[config.mk]
export PLATFORM = sky130hd
export DESIGN_NAME = fmc_config_tach
export DESIGN_NICKNAME = d
export VERILOG_FILES = /design/src/fmc_pkg.sv /design/src/fmc_config_tach.sv
export SDC_FILE = /design/constraint.sdc
export NUM_CORES = 1
export LEC_CHECK = 0
export BUFFER_PORTS_ARGS = -buffer_cell sky130_fd_sc_hd__buf_2
export CAP_MARGIN = 0
export CORE_ASPECT_RATIO = 0.8
export CORE_MARGIN = 2
export CORE_UTILIZATION = 51
export CTS_BUF_LIST = sky130_fd_sc_hd__clkbuf_4
export CTS_CLUSTER_DIAMETER = 40
export DETAILED_ROUTE_END_ITERATION = 12
export PLACE_DENSITY = 0.72
export SETUP_SLACK_MARGIN = 0.1
export SKIP_LAST_GASP = 1
export SYNTH_ARGS = -nofsm -noshare
export SYNTH_HDL_FRONTEND = slang
export SYNTH_SLANG_ARGS = --single-unit
[constraint.sdc]
create_clock -name clk -period 2.37 [get_ports clk]
set_input_delay 0.237 -clock clk [delete_from_list [all_inputs] [get_ports clk]]
set_output_delay 0.237 -clock clk [all_outputs]
set_load 0.02 [all_outputs]
[src/fmc_pkg.sv]
package fmc_pkg;

  localparam logic [7:0] CONFIG_OFS = 8'h03;
  localparam logic [7:0] ONE_SHOT_OFS = 8'h0f;
  localparam logic [7:0] CRIT_LIMIT_OFS = 8'h19;
  localparam logic [7:0] TACH_LOW_OFS = 8'h46;
  localparam logic [7:0] TACH_HIGH_OFS = 8'h47;

  localparam int ALERT_MASK_BIT = 7;
  localparam int LOW_POWER_HOLD_BIT = 6;
  localparam int STANDBY_PWM_OFF_BIT = 5;
  localparam int TACH_INPUT_ON_BIT = 2;
  localparam int CRIT_LIMIT_UNLOCK_BIT = 1;
  localparam int REMOTE_FAULT_QUEUE_BIT = 0;

  localparam logic [7:0] CONFIG_WRITE_MASK = 8'he7;
  localparam logic [7:0] CONFIG_RESET = 8'h00;
  localparam logic [7:0] CRIT_LIMIT_RESET = 8'h6e;
  localparam logic [1:0] EDGE_SELECT_RESET = 2'h0;
  localparam logic [13:0] TACH_COUNT_RESET = 14'h3fff;
  localparam logic [13:0] TACH_COUNT_MAX = 14'h3fff;
  localparam logic [1:0] FAULT_QUEUE_DEPTH = 2'h3;
  localparam int TACH_TICK_DIV = 40;

  typedef struct packed {
    logic write;
    logic read;
    logic [7:0] addr;
    logic [7:0] wdata;
  } fmc_reg_req_t;

  typedef struct packed {
    logic valid;
    logic high;
    logic low;
  } fmc_conv_result_t;

endpackage : fmc_pkg

[src/fmc_config_tach.sv]
`timescale 1ns/100ps
// Functional notes
// - alert mask set blocks alerts and leaves alert pin released.
// - standby clear means continuous conversion, comparison and PWM updates.
// - standby set stops periodic conversions and comparisons.
// - in standby any one-shot register write starts exactly one conversion.
// - in standby, PWM continues or goes to polarity off level per bit.
// - configuration bits four and three ignore writes and read zero.
// - tach input measured only while tach enable bit is one.
// - critical limit locked at power-on value 110 while unlock bit clear.
// - critical limit writable any number of times while unlock bit set.
// - fault queue off: any single out-of-limit remote result raises alert.
// - fault queue on: three consecutive out-of-limit results raise alert.
// - low byte read freezes high byte; host reads low first.
// - count upper bits in high register, lower six in low bits 7:2.
// - tach high byte at higher address, low byte at lower address.
// - edge select: 01 two edges x4, 10 three x2, 11 five x1.
module fmc_config_tach
  import fmc_pkg::*;
#(
  parameter int TICK_DIV = TACH_TICK_DIV
) (
  input wire logic clk,
  input wire logic reset,
  input fmc_reg_req_t regReq,
  output logic [7:0] regRdata,
  output logic regRvalid,
  output logic convStart,
  input fmc_conv_result_t convResult,
  input wire logic tachPin,
  input wire logic pwmRaw,
  input wire logic pwmPolarity,
  output logic pwmOut,
  output logic alertOut,
  output logic alertOe,
  output logic [7:0] critLimit
);

  typedef enum logic [1:0] {CONV_IDLE, CONV_BUSY} fmc_conv_state_t;

  logic [7:0] devConfig;
  logic [1:0] edgeSelect;
  logic [7:0] highFrozen;
  logic [13:0] tachCount;
  logic [13:0] periodAcc;
  logic [2:0] edgesSeen;
  logic tachSync1;
  logic tachSync2;
  logic tachPrev;
  logic [$clog2(TICK_DIV+1)-1:0] tickCnt;
  logic tick;
  logic oneShotPending;
  logic [1:0] faultRun;
  logic alertActive;
  fmc_conv_state_t convState;

  wire standby = devConfig[LOW_POWER_HOLD_BIT];
  wire wrHit = regReq.write;

  function automatic logic [2:0] edges_needed(input logic [1:0] sel);
    unique case (sel)
      2'h2: edges_needed = 3'h3;
      2'h3: edges_needed = 3'h5;
      default: edges_needed = 3'h2;
    endcase
  endfunction : edges_needed

  function automatic logic [13:0] count_step(input logic [1:0] sel);
    unique case (sel)
      2'h2: count_step = 14'h0002;
      2'h3: count_step = 14'h0001;
      default: count_step = 14'h0004;
    endcase
  endfunction : count_step

  // saturate so a fan too slow for the range reads full scale rather than wrapping; a stalled fan keeps its last count
  function automatic logic [13:0] acc_next(input logic [13:0] acc, input logic [1:0] sel);
    if (acc > TACH_COUNT_MAX - count_step(sel)) begin
      acc_next = TACH_COUNT_MAX;
    end else begin
      acc_next = acc + count_step(sel);
    end
  endfunction : acc_next

  // register writes
  always_ff @(posedge clk) begin
    if (reset) begin
      devConfig <= CONFIG_RESET;
      edgeSelect <= EDGE_SELECT_RESET;
      critLimit <= CRIT_LIMIT_RESET;
    end else if (wrHit) begin
      if (regReq.addr == CONFIG_OFS) begin
        devConfig <= regReq.wdata & CONFIG_WRITE_MASK;
      end
      if (regReq.addr == TACH_LOW_OFS) begin
        edgeSelect <= regReq.wdata[1:0];
      end
      if (regReq.addr == CRIT_LIMIT_OFS && devConfig[CRIT_LIMIT_UNLOCK_BIT]) begin
        critLimit <= regReq.wdata;
      end
    end
  end

  // register reads, one cycle after the strobe
  always_ff @(posedge clk) begin
    if (reset) begin
      regRdata <= 8'h00;
      regRvalid <= 1'b0;
      highFrozen <= 8'h00;
    end else begin
      regRvalid <= regReq.read;
      if (regReq.read) begin
        unique case (regReq.addr)
          CONFIG_OFS: regRdata <= devConfig;
          CRIT_LIMIT_OFS: regRdata <= critLimit;
          TACH_LOW_OFS: begin
            regRdata <= {tachCount[5:0], edgeSelect};
            highFrozen <= tachCount[13:6];
          end
          TACH_HIGH_OFS: regRdata <= highFrozen;
          default: regRdata <= 8'h00;
        endcase
      end
    end
  end

  // tach pin crosses in through two flops
  always_ff @(posedge clk) begin
    if (reset) begin
      tachSync1 <= 1'b0;
      tachSync2 <= 1'b0;
      tachPrev <= 1'b0;
    end else begin
      tachSync1 <= tachPin;
      tachSync2 <= tachSync1;
      tachPrev <= tachSync2;
    end
  end

  always_ff @(posedge clk) begin
    if (reset || tickCnt == ($clog2(TICK_DIV+1))'(TICK_DIV - 1)) begin
      tickCnt <= '0;
    end else begin
      tickCnt <= tickCnt + 1'b1;
    end
  end
  assign tick = (tickCnt == ($clog2(TICK_DIV+1))'(TICK_DIV - 1));

  // period measurement between the selected number of rising edges
  always_ff @(posedge clk) begin
    if (reset) begin
      tachCount <= TACH_COUNT_RESET;
      periodAcc <= '0;
      edgesSeen <= '0;
    end else if (!devConfig[TACH_INPUT_ON_BIT]) begin
      periodAcc <= '0;
      edgesSeen <= '0;
    end else if (tachSync2 && !tachPrev) begin
      // a tick on the edge cycle still counts, so the reading does not depend on phase
      if (edgesSeen + 3'h1 >= edges_needed(edgeSelect)) begin
        tachCount <= periodAcc;
        periodAcc <= tick ? count_step(edgeSelect) : '0;
        edgesSeen <= 3'h1;
      end else begin
        if (edgesSeen == 3'h0) begin
          periodAcc <= tick ? count_step(edgeSelect) : '0;
        end else if (tick) begin
          periodAcc <= acc_next(periodAcc, edgeSelect);
        end
        edgesSeen <= edgesSeen + 3'h1;
      end
    end else if (tick && edgesSeen != 3'h0) begin
      periodAcc <= acc_next(periodAcc, edgeSelect);
    end
  end

  // one-shot request; set wins over the clear
  always_ff @(posedge clk) begin
    if (reset) begin
      oneShotPending <= 1'b0;
    end else if (wrHit && regReq.addr == ONE_SHOT_OFS && standby) begin
      oneShotPending <= 1'b1;
    end else if (convState == CONV_IDLE) begin
      oneShotPending <= 1'b0;
    end
  end

  always_ff @(posedge clk) begin
    if (reset) begin
      convState <= CONV_IDLE;
      convStart <= 1'b0;
    end else begin
      convStart <= 1'b0;
      unique case (convState)
        CONV_IDLE: begin
          if (!standby || oneShotPending) begin
            convStart <= 1'b1;
            convState <= CONV_BUSY;
          end
        end
        CONV_BUSY: begin
          if (convResult.valid) begin
            convState <= CONV_IDLE;
          end
        end
      endcase
    end
  end

  // consecutive out-of-limit results
  always_ff @(posedge clk) begin
    if (reset) begin
      faultRun <= 2'h0;
      alertActive <= 1'b0;
    end else if (convResult.valid) begin
      if (convResult.high || convResult.low) begin
        if (faultRun != FAULT_QUEUE_DEPTH) begin
          faultRun <= faultRun + 2'h1;
        end
        if (!devConfig[REMOTE_FAULT_QUEUE_BIT] || faultRun >= FAULT_QUEUE_DEPTH - 2'h1) begin
          alertActive <= 1'b1;
        end
      end else begin
        faultRun <= 2'h0;
        alertActive <= 1'b0;
      end
    end
  end

  // open-drain alert pin pulled low while driven
  always_ff @(posedge clk) begin
    if (reset) begin
      alertOe <= 1'b0;
    end else begin
      alertOe <= alertActive && !devConfig[ALERT_MASK_BIT];
    end
  end
  assign alertOut = 1'b0;

  always_ff @(posedge clk) begin
    if (reset) begin
      pwmOut <= 1'b0;
    end else if (standby && devConfig[STANDBY_PWM_OFF_BIT]) begin
      pwmOut <= pwmPolarity;
    end else begin
      pwmOut <= pwmRaw;
    end
  end

endmodule : fmc_config_tach

* After elaboration in Yosys (flattened, before gate mapping)
Index checks and enable logic that the tools add are counted.
Widths: inputs -> output; s select.
** Storage, ports and cells
- Bits in registers :: 82
- Input port bits :: 26
- Output and inout bits :: 21
- Logic and storage cells :: 127
** Cells by class
- $add $sub $neg :: 7
- Order comparisons :: 4
- Eq/ne operators :: 15
- Multiplexer cells :: 48
- Bitwise logic cells :: 2
- Reductions and logical operators :: 31
** Operators with widths (number)
- $mux 14 :: 30
- $pmux 8 s4 :: 1
- $add 14x14->14 :: 2
- $gt 14x14->1 :: 2
- $sub 14x14->14 const A :: 2
- $eq 8x7->1 const B :: 2
- $reduce_and 2->1 :: 8
- $mux 3 :: 4
- $pmux 3 s2 :: 2
- $eq 8x2->1 const B :: 1
- $eq 8x4->1 const B :: 1
- $eq 8x5->1 const B :: 1
- $mux 2 :: 4
- $logic_and 1x1->1 :: 7
- $add 6x1->6 const B :: 1
- $eq 6x6->1 const B :: 1
- $mux 1 :: 6
- $ne 2x1->1 const B :: 3
- $eq 2x2->1 const B :: 2
- $logic_not 1->1 :: 4
- $logic_or 1x1->1 :: 4
- $ne 2x2->1 const B :: 2
- $ne 4x2->1 const B :: 1
- $pmux 2 s2 :: 1
- 12 further kinds :: 15

* Depth between registers and ports, before layout
- Depth in word-level cells :: 25
- Gate-level depth with buffers :: 9
- Gate-level depth less buffers :: 8

* Worst setup path before layout
Ideal clock, no wire load.
- Kind :: register -> register
- Start point :: reg edgesSeen[0]
- End point :: reg tachCount[10]
- Setup time :: 120 ps
- Arrival time :: 2240 ps
- Required time :: 2250 ps
- Path slack :: 10 ps
- Cell stages (with the launch flop) :: 10
- Path buffers :: 1
- Period minus slack after synthesis :: 2360 ps
- Cells stage by stage :: dfxtp_1 -> inv_1 -> ha_1 -> ha_1 -> nor2_1 -> o31a_1 -> nor3_4 -> buf_2 -> nor2b_1 -> a211o_1
** On the way
- Longest elaborated chain between the ends :: 3
** RTL lines
- start: declaration :: RTL line fmc_config_tach.sv:46 : logic [2:0] edgesSeen;
- start signal: assignment :: RTL line fmc_config_tach.sv:170 : edgesSeen <= edgesSeen + 3'h1;
- $add 3x1->3 :: RTL line fmc_config_tach.sv:160 : if (edgesSeen + 3'h1 >= edges_needed(edgeSelect)) begin
- $ge 3x3->1 :: RTL line fmc_config_tach.sv:160
- $reduce_and 3->1 (no source line)
- end signal: assignment :: RTL line fmc_config_tach.sv:161 : tachCount <= periodAcc;
- end: declaration :: RTL line fmc_config_tach.sv:44 : logic [13:0] tachCount;
Every way passes these cells.
A chain may end at the register's enable or synchronous reset.

* Final worst setup path
- Start point :: reg edgeSelect[1]
- End point :: reg tachCount[13]
** On the way
- Longest elaborated chain between the ends :: 7
- Elaborated cells on any way between the ends :: 8
- Those cells by class :: 1 x order compare; 2 x eq/ne; 4 x mux; 1 x reduce/logical
** RTL lines
- start: declaration :: RTL line fmc_config_tach.sv:42 : logic [1:0] edgeSelect;
- start signal: assignment :: RTL line fmc_config_tach.sv:96 : edgeSelect <= regReq.wdata[1:0];
- $eq 2x2->1 :: RTL line fmc_config_tach.sv:61 : unique case (sel)
- $pmux 3 s2 (*) :: RTL line fmc_config_tach.sv:61
- $mux 3 (*) :: RTL line fmc_config_tach.sv:158 : end else if (tachSync2 && !tachPrev) begin
- $mux 3 (*) :: RTL line fmc_config_tach.sv:155 : end else if (!devConfig[TACH_INPUT_ON_BIT]) begin
- $mux 3 (*) :: RTL line fmc_config_tach.sv:151 : if (reset) begin
- $ge 3x3->1 (*) :: RTL line fmc_config_tach.sv:160
- $reduce_and 3->1 (no source line) (*)
Every way passes the cells marked *; elsewhere a longest branch is shown, timed or not. The select of a mux whose other input is x is not followed.

==> flow_summary.ini <==
[detailed_routing]
drt-total-wl_mm = 9.06
first_pass_iters = 7
post_drt_wl_per_cell_um = 16.1
num_vias = 3211
avgViaCountPerCell = 5.71
drc = 0
drt-initial-drc-count = 248
ant_nets = 0

[global_routing]
grt_max_degree = 25
grt_pass1_vias = 3018
busiest_layer = met2
antenna_found_initial = 0
met3_usage_pct = 5.52
grt_overflow = 0
met2_usage_pct = 36.9
grtUsageMet1_pct = 33.1
track_usage_pct = 23.5
grt_pass1_wl_mm = 14.8

[synth]
synth-seq-area-share_pct = 44.1
yosysUniqueCellTypes = 54
avgSynthCellArea_um2 = 8.95
synth_warnings = 0
ys_async_sr_fraction_pct = 0
ys.flop_type = dfxtp_1
synth_area_mm2 = 0.00368
synth_area_leaders = dfxtp_1 (44%), nor2b_1 (4.9%), a211o_1 (4.8%), nand2_1 (4.3%), a21oi_1 (3.7%)
synth_edf_count = 0
ys_ff_latch = 81
postSynthCellCount = 411
synth_nets = 448
synth_top_area_cell = dfxtp_1
synth_top_area_share_pct = 44.1

[worst_setup_path]
crit_chain = buf_4 -> ha_1 -> nand2b_4 -> a211oi_2 -> buf_4 -> nor3_4 -> buf_12 -> bufbuf_16 -> a211o_1
arrival_ps = 2530
path_common_cell = buf_4
crit_fanout = 14
worstSetupEndpointType = flop
critPathSlowestCell = dfxtp_4
path_delay_family = buffers and inverters
required_ps = 2710
cp_slowest_stage_delay_ps = 390
crit_type = reg -> reg
worst-path-buf-inv = 4
cp-start-kind = flop

[sta]
relSlewSlack_pct = 65.4
rsz0062_at_grt = false
fin_crit_ps = 2190
hold_viol = 0
timing.fmax_mhz = 456
slew_violations = 0
fin_worst_skew_ps = 12.9
post-route-period-util_pct = 92.5
hold_ws_ps = 27.4
finalSetupViolCount = 0
setup_ws_ps = 179
tightest_slew_ps = 519

[clocking]
cts.sinks = 81
cts_tree = yes
worstSkewPairLatency_ps = 430
ctsLongestPathBuffers = 2
cts_root_buf = clkbuf_4
cts_buffers = 9
htree_levels = 3
cts.clk_slew.worst_paths_ps = 140

[floorplan]
initial_core_util_pct = 53.1
io_pins = 47
rows = 27
fp.dieW_um = 98.9
die-area_mm2 = 0.00791
die_y_um = 80.0
coreArea_mm2 = 0.00693

[worst_hold_path]
hp-class = in -> reg

[final_layout]
syn2layout_area_growth_pct = 19.2
final_layout_size_suffix_gt1_share_pct = 21.9
design_area_mm2 = 0.00438
n_antenna_cell = 0
fill_cells = 619
fin_nets = 507

[outcome]
status = complete, no violations

[place]
dpl.hpwl_mm = 6.39
gp_congestion = 0.839
port-buffer-count = 45
post_dp_cell_area_mm2 = 0.00404
place_ws_ps = -43.2

[power]
vdd_ir_drop_max_uv = 394
p_leak_nw = 1.62
p_per_area_mw_per_mm2 = 540

[run]
max_cap_violations = 0
## synth_stat cells, drive strengths merged, types with 7 or more instances
library cell,number
inv,17
a211oi,11
a222oi,8
a21oi,27
clkbuf,12
buf,10
nand3,23
dfxtp,81
a211o,20
nand2,42
o22ai,7
o21ai,9
ha,10
a22o,8
nor2b,29
nor2,28
## power by group
part	switching [mW]	internal [mW]
sequential	0.00952	1.38
clock	0.525	0.339
combinational	0.0676	0.0463
total	0.602	1.76
## layout by cell type (no fill, tap or decap), types with 4 or more instances in the layout
cell type      instances
clkbuf_4               9
nand2b_1               4
xnor2_1                4
buf_4                 17
nand2_1               42
nand3_1               22
a222oi_1               8
o22ai_1                7
nor2b_1               28
and3_1                 5
a21oi_1               27
a211oi_1              10
ha_1                   8
inv_1                 17
a22o_1                 8
o21ai_0                7
dlygate4sd3_1          4
buf_2                 45
nor2_1                27
dfxtp_1               78
a211o_1               20
## state kept, by name, indices dropped and copies added (netlist names), 2 cells and up
| name | count |
|---|---|
| critLimit | 8 |
| devConfig | 6 |
| edgeSelect | 2 |
| edgesSeen | 3 |
| faultRun | 2 |
| highFrozen | 8 |
| periodAcc | 14 |
| regRdata | 8 |
| tachCount | 14 |
| tickCnt | 6 |
## per-layer routing
| layer | wire, um | vias up |
|---|---|---|
| met5 | 0 | - |
| met4 | 47 | 0 |
| met3 | 533 | 5 |
| met2 | 4150 | 72 |
| met1 | 4320 | 1527 |
| li1 | - | 1607 |
## final cells by class
type                       count  area [um^2]  share of cell area [%]
multi-input combinational    291         1940                    44.2
sequential                    81         1630                    37.2
timing repair buffer          70          493                    11.3
tap                           87          109                    2.48
clock inverter                 7         82.6                    1.88
clock buffer                   9         67.6                    1.54
inverter                      17         63.8                    1.46
## worst min-delay path, stage by stage
cell and delay, ps:
buf_2 90, nand2_1 40, a21oi_1 50
## through the flow
step | power (mW) | setup TNS [ps] | utilization (%) | instances
5_1_grt | 2.45 | 0 | 63.3 | 562
3_5_place_dp | 1.52 | -54.9 | 58.4 | 537
2_1_floorplan | 1.48 | 0 | - | 411
6_report | 2.36 | 0 | 63.3 | 562
4_1_cts | 2.39 | 0 | 62.8 | 561
3_3_place_gp | 1.52 | 0 | 58.4 | 537
## cell families after synthesis
kind of cell               share of synthesized area [%]
AOI/OAI and AO/OA                                   20.8
xor gates and xnor gates                            1.43
adders and majority gates                           3.95
buffers and inverters                               4.66
DFF                                                 44.1
muxes                                              0.817
other                                              0.102
and+or+nand+nor                                     24.2
## worst paths after layout
check | startpoint | end | slack [ps] | cells after the start
hold reg to reg | tickCnt[0] | tickCnt[0] | 460 | 1
hold / removal | pwmRaw | pwmOut | 30 | 3
setup reg to reg | edgeSelect[1] | tachCount[13] | 180 | 9
setup / recovery | edgeSelect[1] | tachCount[13] | 180 | 9
## what timing repair did
action                                 CTS  global route
hold buffers                             4             0
endpoints found under the hold margin    4             0
pin swaps                                1             3
setup endpoints to repair               28            28
gates resized for setup                  6             8
cloned                                   2             0
setup buffers                            2             1
(Power assumes the default switching activity.)
